**config.mk**
```make
export PLATFORM = sky130hd
export DESIGN_NAME = red_decoder
export DESIGN_NICKNAME = d
export VERILOG_FILES = /design/src/verilog/red_pkg.sv /design/src/verilog/red_field_extract.sv /design/src/verilog/red_decoder.sv
export VERILOG_INCLUDE_DIRS = /design/src /design/src/verilog
export SDC_FILE = /design/constraint.sdc
export NUM_CORES = 1
export LEC_CHECK = 0
export BUFFER_PORTS_ARGS = -buffer_cell sky130_fd_sc_hd__clkbuf_2
export CORE_ASPECT_RATIO = 0.8
export CORE_MARGIN = 2
export CORE_UTILIZATION = 40
export CTS_CLUSTER_DIAMETER = 100
export DETAILED_ROUTE_END_ITERATION = 7
export PLACE_DENSITY = 0.78
export SYNTH_ARGS = -nofsm -noshare
export SYNTH_HDL_FRONTEND = slang
export SYNTH_HIERARCHICAL = 1
export SYNTH_SLANG_ARGS = --single-unit
```
**constraint.sdc**
```tcl
create_clock -name sys_clk -period 2.1 [get_ports sys_clk]
set_clock_uncertainty 0.2 [all_clocks]
set_input_delay 0.42 -clock sys_clk [delete_from_list [all_inputs] [get_ports sys_clk]]
set_output_delay 0.42 -clock sys_clk [all_outputs]
set_load 0.02 [all_outputs]
```
**src/verilog/red_cfg.svh**
```systemverilog
// Field positions, register offsets and control reset value for the remap entry low field decoder.
`ifndef RED_CFG_SVH
`define RED_CFG_SVH
`define RED_DEST_HI        63
`define RED_DEST_LO        32
`define RED_LEG_RSV_HI_MSB 63
`define RED_LEG_RSV_HI_LSB 48
`define RED_LEG_ID_MSB     47
`define RED_LEG_ID_LSB     40
`define RED_CLU_HI_MSB     47
`define RED_CLU_HI_LSB     44
`define RED_CLU_LO_MSB     43
`define RED_CLU_LO_LSB     40
`define RED_LEG_RSV_LO_MSB 39
`define RED_LEG_RSV_LO_LSB 32
`define RED_RSV_A_MSB      31
`define RED_RSV_A_LSB      24
`define RED_VEC_MSB        23
`define RED_VEC_LSB        16
`define RED_MODE_BIT       15
`define RED_RSV_B_MSB      14
`define RED_RSV_B_LSB      12
`define RED_SWA_MSB        11
`define RED_SWA_LSB        8
`define RED_PRESENT_BIT    0
`define RED_REG_CTRL       8'h00
`define RED_REG_STATUS     8'h04
`define RED_REG_DEST       8'h08
`define RED_REG_VECTOR     8'h0c
`define RED_REG_COUNT      8'h10
`define RED_CTRL_RST       32'h0000_0000
`endif

```
**src/verilog/red_pkg.sv**
```systemverilog
// Types shared by the remap entry low field decoder.
`default_nettype none
package red_pkg;
  typedef enum logic [2:0] {
    RED_AM_CLUSTER,
    RED_AM_FLAT,
    RED_AM_PHYSICAL,
    RED_AM_EXT_CLUSTER,
    RED_AM_EXT_PHYSICAL
  } red_addr_mode_t;
endpackage
`default_nettype wire

```
**src/verilog/red_field_extract.sv**
```systemverilog
// Combinational extraction of destination, vector and reserved-bit checks.
`timescale 1ns/1ps
`default_nettype none
`include "red_cfg.svh"
module red_field_extract (
  // Entry and mode.
  input  wire logic [127:0]              entry,
  input  wire red_pkg::red_addr_mode_t   mode,
  // Decoded fields.
  output logic      [31:0]               dest_id,
  output logic      [7:0]                vector,
  output logic                           post_mode,
  output logic                           rsv_fault
);
  logic legacy_rsv;
  logic fixed_rsv;

  always_comb
  begin
    dest_id    = 32'h0000_0000;
    legacy_rsv = 1'b0;
    unique case (mode)
      red_pkg::RED_AM_CLUSTER:
      begin
        dest_id[7:4] = entry[`RED_CLU_HI_MSB:`RED_CLU_HI_LSB];
        dest_id[3:0] = entry[`RED_CLU_LO_MSB:`RED_CLU_LO_LSB];
        legacy_rsv   = 1'b1;
      end
      red_pkg::RED_AM_FLAT:
      begin
        dest_id[7:0] = entry[`RED_LEG_ID_MSB:`RED_LEG_ID_LSB];
        legacy_rsv   = 1'b1;
      end
      red_pkg::RED_AM_PHYSICAL:
      begin
        dest_id[7:0] = entry[`RED_LEG_ID_MSB:`RED_LEG_ID_LSB];
        legacy_rsv   = 1'b1;
      end
      red_pkg::RED_AM_EXT_CLUSTER, red_pkg::RED_AM_EXT_PHYSICAL:
      begin
        dest_id = entry[`RED_DEST_HI:`RED_DEST_LO];
      end
      default:
      begin
        dest_id = entry[`RED_DEST_HI:`RED_DEST_LO];
      end
    endcase
  end

  // Legacy modes hold the unused destination bits reserved at zero.
  assign fixed_rsv = (|entry[`RED_RSV_A_MSB:`RED_RSV_A_LSB]) | (|entry[`RED_RSV_B_MSB:`RED_RSV_B_LSB]);
  assign rsv_fault = fixed_rsv | (legacy_rsv & ((|entry[`RED_LEG_RSV_HI_MSB:`RED_LEG_RSV_HI_LSB])
                                 | (|entry[`RED_LEG_RSV_LO_MSB:`RED_LEG_RSV_LO_LSB])));
  assign vector    = entry[`RED_VEC_MSB:`RED_VEC_LSB];
  assign post_mode = entry[`RED_MODE_BIT];
endmodule
`default_nettype wire

```
**src/verilog/red_decoder.sv**
```systemverilog
// Top level of the remap entry low field decoder with its register port.
//
// The placing of the registers and the plain strobed port were chosen for this implementation.
`timescale 1ns/1ps
`default_nettype none
`include "red_cfg.svh"
// Contract
// - Entry bits 63:32 carry the destination identifier whose layout follows the addressing mode.
// - The destination is evaluated only for entries whose present bit is set.
// - Legacy cluster mode puts destination 7:4 at bits 47:44 and 3:0 at 43:40, other bits reserved zero.
// - Legacy flat mode puts the 8-bit destination at bits 47:40, bits 63:48 and 39:32 reserved zero.
// - Extended cluster and physical modes use all of bits 63:32 as the 32-bit destination.
// - The 8-bit vector comes from bits 23:16 and is taken only for present entries.
// - Bit 15 set means a posted entry and clear means a remapped entry.
// - Bits 11:8 belong to software and never affect the hardware.
module red_decoder (
  // Clock and reset.
  input  wire logic          sys_clk,
  input  wire logic          reset,
  input  wire logic          clk_en,
  // Entry offered by the table walker.
  input  wire logic [127:0]  entry,
  input  wire logic          entry_valid,
  // Decoded result.
  output logic               result_valid,
  output logic      [31:0]   target_dest_id,
  output logic      [7:0]    vector,
  output logic               entry_post_mode,
  output logic               entry_fault,
  // Register port.
  input  wire logic [7:0]    reg_addr,
  input  wire logic [31:0]   reg_wdata,
  input  wire logic          reg_wr,
  input  wire logic          reg_rd,
  output logic      [31:0]   reg_rdata
);
  logic [31:0]              x_dest;
  logic [7:0]               x_vec;
  logic                     x_post;
  logic                     x_rsv;
  logic                     present;
  red_pkg::red_addr_mode_t  mode_q, mode_d;
  logic                     valid_q, valid_d;
  logic [31:0]              dest_q, dest_d;
  logic [7:0]               vec_q, vec_d;
  logic                     post_q, post_d;
  logic                     fault_q, fault_d;
  logic [15:0]              cnt_q, cnt_d;
  logic [31:0]              rdata_q, rdata_d;

  red_field_extract u_extract (
    .entry     (entry),
    .mode      (mode_q),
    .dest_id   (x_dest),
    .vector    (x_vec),
    .post_mode (x_post),
    .rsv_fault (x_rsv)
  );

  // Bits 11:8 are never routed anywhere, so software may keep private data there.
  assign present = entry[`RED_PRESENT_BIT];

  always_comb
  begin
    mode_d  = mode_q;
    valid_d = 1'b0;
    dest_d  = dest_q;
    vec_d   = vec_q;
    post_d  = post_q;
    fault_d = fault_q;
    cnt_d   = cnt_q;
    rdata_d = 32'h0000_0000;
    if (reg_wr && reg_addr == `RED_REG_CTRL)
    begin
      // Unknown codes fall back to flat mode so the extractor never sees an illegal mode.
      if (reg_wdata[2:0] <= 3'h4)
        mode_d = red_pkg::red_addr_mode_t'(reg_wdata[2:0]);
      else
        mode_d = red_pkg::RED_AM_FLAT;
    end
    if (entry_valid && present)
    begin
      valid_d = 1'b1;
      dest_d  = x_dest;
      vec_d   = x_vec;
      post_d  = x_post;
      fault_d = x_rsv;
      cnt_d   = cnt_q + 16'h0001;
    end
    if (reg_rd)
    begin
      unique case (reg_addr)
        `RED_REG_CTRL:   rdata_d = {29'h0000_0000, mode_q};
        `RED_REG_STATUS: rdata_d = {30'h0000_0000, fault_q, post_q};
        `RED_REG_DEST:   rdata_d = dest_q;
        `RED_REG_VECTOR: rdata_d = {24'h00_0000, vec_q};
        `RED_REG_COUNT:  rdata_d = {16'h0000, cnt_q};
        default:         rdata_d = 32'h0000_0000;
      endcase
    end
  end

  always_ff @(posedge sys_clk)
  begin
    if (reset)
    begin
      mode_q  <= red_pkg::RED_AM_CLUSTER;
      valid_q <= 1'b0;
      dest_q  <= 32'h0000_0000;
      vec_q   <= 8'h00;
      post_q  <= 1'b0;
      fault_q <= 1'b0;
      cnt_q   <= 16'h0000;
      rdata_q <= 32'h0000_0000;
    end
    else if (clk_en)
    begin
      mode_q  <= mode_d;
      valid_q <= valid_d;
      dest_q  <= dest_d;
      vec_q   <= vec_d;
      post_q  <= post_d;
      fault_q <= fault_d;
      cnt_q   <= cnt_d;
      rdata_q <= rdata_d;
    end
  end

  assign result_valid    = valid_q;
  assign target_dest_id  = dest_q;
  assign vector          = vec_q;
  assign entry_post_mode = post_q;
  assign entry_fault     = fault_q;
  assign reg_rdata       = rdata_q;
endmodule
`default_nettype wire

```
== Yosys cells after proc, flatten, opt, wreduce, memory -nomap -nowiden ==
Cells that the tools add are included.
W data, S select, Z words.

* Register bits after elaboration: 94
* Latch bits: 0
* Memory bits (writable): 0
* ROM bits: 0
* Input port bits: 174
* Output and inout port bits: 75
* Word-level logic and storage cells: 38
* Memories: 0

* $add $sub $neg: 1
* Multipliers: 0
* Divide/modulo/power cells: 0
* $lt $le $gt $ge: 1
* Eq/ne operators: 6
* Shift operators: 0
* Multiplexer cells: 7
* Bitwise logic cells: 4
* Reductions and logical operators: 11

{| class="wikitable"
|+ Operators with widths
! cell !! number
|-
| $pmux W32 S5 || 1
|-
| $mux W32 || 1
|-
| $mux W24 || 1
|-
| $add A16 B1 Y16 const B || 1
|-
| $eq A8 B4 Y1 const B || 2
|-
| $reduce_or A16 Y1 || 1
|-
| $reduce_or A8 Y1 || 2
|-
| $eq A8 B3 Y1 const B || 1
|-
| $eq A8 B5 Y1 const B || 1
|-
| $logic_not A8 Y1 || 1
|-
| $mux W8 || 1
|-
| $reduce_or A3 Y1 || 2
|-
| $reduce_and A2 Y1 || 2
|-
| $eq A3 B1 Y1 const B || 1
|-
| $eq A3 B2 Y1 const B || 1
|-
| $le A3 B3 Y1 const B || 1
|-
| $logic_not A3 Y1 || 1
|-
| $mux W3 || 1
|-
| $or A1 B1 Y1 || 3
|-
| $logic_and A1 B1 Y1 || 2
|-
| $mux W1 || 2
|-
| $and A1 B1 Y1 || 1
|}

== Logic depth before layout (Yosys ltp) ==
* Depth in word-level cells: 5
* Mapped depth: 7
* Gate-level depth less buffers: 6

== Hierarchy ==
The synthesis kept the hierarchy.

{| class="wikitable"
|+ Modules (own cells, without submodules)
! module !! times used !! cells an instance !! area each (µm²) !! sequential area each (µm²)
|-
| red_decoder || 1 || 468 || 3814.9 || 1881.8
|-
| red_field_extract || 1 || 58 || 417.9 || 0.0
|}

== Least setup slack after synthesis ==
OpenSTA, ideal clock, no wires.

* Path kind: input port to flip-flop
* Start: in entry_valid
* End: reg cnt_q[15]
* Library setup time: 0.070 ns
* Data arrival time: 1.816 ns
* Data required time: 1.830 ns
* Slack: 0.013 ns
* Stages on the path: 5
* Path buffers: 1
* Cell sequence: nand3_1 > or4_1 > buf_2 > or4_1 > a21oi_1

* Word-level cells in the longest chain between the ends: 2

{| class="wikitable"
|+ Ends and longest elaborated chain
! element !! RTL line !! source
|-
| start, declared || red_decoder.sv:23 || <nowiki>input wire logic entry_valid,</nowiki>
|-
| $logic_and A1 B1 Y1 || red_decoder.sv:81 || <nowiki>if (entry_valid && present)</nowiki>
|-
| $reduce_and A2 Y1 (no line) || - ||
|-
| end signal, assigned || red_decoder.sv:124 || <nowiki>cnt_q <= cnt_d;</nowiki>
|-
| end, declared || red_decoder.sv:48 || <nowiki>logic [15:0] cnt_q, cnt_d;</nowiki>
|}

No other way between the ends.
A chain may end at the register's enable or synchronous reset.

== Worst setup path after layout ==
* Start: reg cnt_q[0]
* End: reg cnt_q[12]

* Word-level cells in the longest chain between the ends: 1

{| class="wikitable"
|+ Ends and longest elaborated chain
! element !! RTL line !! source
|-
| $add A16 B1 Y16 || red_decoder.sv:88 || <nowiki>cnt_d = cnt_q + 16'h0001;</nowiki>
|}

No other way between the ends.

==> impl_summary.txt <==
----------------------------------------------------
[Status]
  Status ... complete, no violations

[Setup path]
  CP required ... roughly 2.2 ns
  Category of the most critical setup path ... reg2reg
  Crit path max fanout ... 5
  Signal arrival time at the worst endpoint ... approximately 2.1 ns
  Critical Path Sink Type ... flip-flop
  Kind of start point of the critical path ... flip-flop

[Clock tree]
  Root cell of the clock tree ... sky130_fd_sc_hd__clkbuf_16
  Post-CTS setup buffer count ... 0
  Count of clock tree sinks ... 94
  H-tree depth reported by CTS ... 3
  Skew-Pair Late Insertion Delay ... approximately 0.34 ns
  Buffers from clock root to sink, at most ... 2
  Number of buffers created by CTS ... 9
  Clock-pin slew of the registers on the worst-case setup and hold paths ... about 0.07 ns
  Clock tree from TritonCTS ... done

[Placed design]
  Half-perimeter wire length after detailed placement ... 9.387 mm
  Placer Congestion ... about 0.9
  Placed Instance Area ... 5215 um^2
  Quantity of I/O buffers inserted on ports ... around 140

[Synthesis]
  Post-synth top area share ... 0.4446
  Syn Inst Count ... approximately 530
  Cell taking the most area after synthesis ... sky130_fd_sc_hd__dfxtp_1
  Post-synthesis net count ... roughly 700
  Synth warn ... 6
  Synthesized area ... between 4000 and 5000 um^2
  Seq/Total Area, Yosys ... 0.4446
  Synth Register Bits ... 94
  Library cells used by synthesis ... between 40 and 50
  Largest cells by area after synthesis ... sky130_fd_sc_hd__dfxtp_1 44%, sky130_fd_sc_hd__nand2_1 9.7%, sky130_fd_sc_hd__a21oi_1 8.7%
  Syn_area_per_cell ... approximately 8.0 um^2

[Finish]
  Net total in the final layout ... 848
  Finished Cell Area ... 5514 um^2
  Growth of design area from synthesis to finish ... 30.27%
  Proportion of layout cells with a drive suffix above 1 ... 0.3097
  Commonest non-fill, non-tap cells in the layout ... 143 x sky130_fd_sc_hd__clkbuf_2, 109 x sky130_fd_sc_hd__nand2_1, 94 x sky130_fd_sc_hd__dfxtp_1
  Most common library cell in the layout ignoring fill and taps ... sky130_fd_sc_hd__clkbuf_2
  Number of antenna cells inserted ... 0

[Power and ir drop]
  Final Power ... roughly 3.7 mW
  Total power per unit cell area ... just under 700 nW/um^2
  Largest vdd supply drop ... ~0.38 mV
  Static leakage ... between 2 and 2.5 nW

[Worst hold path]
  Path category of the worst min-delay check ... in2reg

[Detailed routing]
  Detail-routed net length per standard cell ... roughly 16 um
  First-pass DRT Iterations ... 6
  Violation count after the first detailed-route iteration ... between 200 and 250
  Number of remaining DRC errors ... 0
  Total via count after detailed routing ... roughly 4300
  Detail Route Antenna Nets ... 0
  Routed WL ... 12.70 mm
  Routed via count divided by cell count ... between 5 and 6

[Global routing]
  Number of global-route vias before repair ... between 4000 and 5000
  First-pass GRT wire length ... 19.98 mm
  Total global-route track usage ... 0.2205
  Pin count of the biggest net entering global routing ... between 40 and 50
  Aggregate global routing overflow ... 0
  Initial antenna violation count ... 0

[Die]
  Die Width ... 119.0 um
  Total number of placement rows ... 33
  Starting density of the core ... 0.4117
  Area of the core ... just over 10000 um^2
  Die area ... 11430 um^2
  Chip height ... 96.01 um
  Top-level port count ... roughly 250

[Timing]
  Period utilization ... 0.9664
  Highest achievable clock rate ... 0.4928 GHz
  Transition time at the pin with the least slew margin ... 1.114 ns
  Final setup violation count ... 0
  Relative max-transition margin ... 0.2560
  RSZ-0062 raised after global routing ... no
  Final hold violation count ... 0
  Time the final worst path needs with I/O delays and setup ... roughly 2 ns
  Max Transition Viols Final ... 0

[Flow run]
  Max-capacitance violation count ... 0

----------------------------------------------------
==> routing by layer <==
| layer | wire length, um | global-route usage | vias up |
|---|---|---|---|
| met2 | 5845 | 0.3491 | 159 |
| met4 | 72 | 0.06250 | 0 |
| met5 | 0 | 0 | - |
| met3 | 839 | 0.05687 | 9 |
| li1 | - | - | 2095 |
| met1 | 5944 | 0.2993 | 2017 |
==> timing repair <==
action                     in CTS  in global routing
setup endpoints to repair       0                  4
hold buffers                    0                  0
resized for setup               0                  2
==> synth_stat cells <==
library cell,number
sky130_fd_sc_hd__nand4_2,1
sky130_fd_sc_hd__o21ai_0,13
sky130_fd_sc_hd__and3_1,2
sky130_fd_sc_hd__o211ai_1,2
sky130_fd_sc_hd__or3b_2,1
sky130_fd_sc_hd__a22oi_1,5
sky130_fd_sc_hd__o2bb2ai_1,2
sky130_fd_sc_hd__nand3_1,9
sky130_fd_sc_hd__or4_1,10
sky130_fd_sc_hd__a21oi_4,1
sky130_fd_sc_hd__o31ai_1,3
sky130_fd_sc_hd__nor4b_4,1
sky130_fd_sc_hd__xor2_1,2
sky130_fd_sc_hd__buf_4,10
sky130_fd_sc_hd__nor2_1,36
sky130_fd_sc_hd__xnor2_1,7
sky130_fd_sc_hd__nor2b_1,52
sky130_fd_sc_hd__nand2_1,109
sky130_fd_sc_hd__and4_1,1
sky130_fd_sc_hd__or3_1,1
sky130_fd_sc_hd__or2_2,1
sky130_fd_sc_hd__buf_2,4
sky130_fd_sc_hd__a31oi_1,1
sky130_fd_sc_hd__inv_1,3
sky130_fd_sc_hd__a211oi_1,1
sky130_fd_sc_hd__mux2i_1,5
sky130_fd_sc_hd__nand2b_1,1
sky130_fd_sc_hd__and4bb_1,1
sky130_fd_sc_hd__nor4bb_1,1
sky130_fd_sc_hd__a2bb2oi_1,7
sky130_fd_sc_hd__nand4_1,2
sky130_fd_sc_hd__or4b_1,1
sky130_fd_sc_hd__nor4_1,11
sky130_fd_sc_hd__a21oi_1,74
sky130_fd_sc_hd__mux2_2,8
sky130_fd_sc_hd__a22o_1,8
sky130_fd_sc_hd__dfxtp_1,94
sky130_fd_sc_hd__nor3_1,6
sky130_fd_sc_hd__clkbuf_1,24
sky130_fd_sc_hd__ha_1,1
sky130_fd_sc_hd__buf_1,4
==> sequential cells by signal, summed over array words and instances (netlist names) <==
| register | count |
|---|---|
| mode_q | 3 |
| result_valid | 1 |
| target_dest_id | 32 |
| cnt_q | 16 |
| entry_post_mode | 1 |
| reg_rdata | 32 |
| vector | 8 |
| entry_fault | 1 |
==> cells by family after synthesis <==
group           Yosys count  synth area share
compound gates          117            0.1629
mux                      13           0.03311
xor+xnor                  9           0.01862
buf+inv                  45           0.04995
flops                    94            0.4446
fa+ha+maj                 1          0.002955
simple gates            247            0.2879
==> worst max-delay path: stages (launching register included) <==
cell and delay [ns]:
sky130_fd_sc_hd__dfxtp_1 0.40, sky130_fd_sc_hd__ha_1 0.19, sky130_fd_sc_hd__nand2_1 0.12, sky130_fd_sc_hd__or4_4 0.55, sky130_fd_sc_hd__or4_1 0.42, sky130_fd_sc_hd__nand2_1 0.08
==> area by class of cell <==
type	instances	area [um^2]
inverter	3	11.26
sequential	94	1882
clock buffer	10	229.0
timing repair buffer	178	1001
clock inverter	6	62.56
multi-input combinational	387	2153
tap	140	175.2
fill	972	4767
==> path summary, 6_finish.rpt <==
check / to / from / depth (start not counted) / slack [ns]
setup / recovery: cnt_q[12]$_SDFFE_PP0P_ / cnt_q[0]$_SDFFE_PP0P_ / 5 / 0.07
hold / removal: vector[3]$_SDFFE_PP0P_ / entry[19] / 3 / 0.10
setup reg to reg: cnt_q[12]$_SDFFE_PP0P_ / cnt_q[0]$_SDFFE_PP0P_ / 5 / 0.07
hold reg to reg: reg_rdata[0]$_SDFFE_PP0P_ / reg_rdata[0]$_SDFFE_PP0P_ / 2 / 0.24
==> power by group <==
group	switching (mW)	total, mW	internal, mW
logic	0.163	0.276	0.113
registers	0.0138	1.81	1.80
clock network	0.705	1.62	0.920
total	0.882	3.71	2.83
==> per-stage QoR <==
stage / setup TNS [ns] / utilization / hold WS [ns] / cells / worst slack [ns]
2_1_floorplan: 0 / - / 0.2516 / 526 / 0.01321
3_3_place_gp: -0.8047 / 0.5072 / 0.2280 / 802 / -0.1265
3_5_place_dp: -1.441 / 0.5072 / 0.2373 / 802 / -0.1323
4_1_cts: 0 / 0.5356 / 0.09166 / 818 / 0.01058
5_1_grt: 0 / 0.5363 / 0.09383 / 818 / 0.006496
6_report: 0 / 0.5363 / 0.1034 / 818 / 0.07064
No activity file was read; power rests on OpenSTA's default activity.
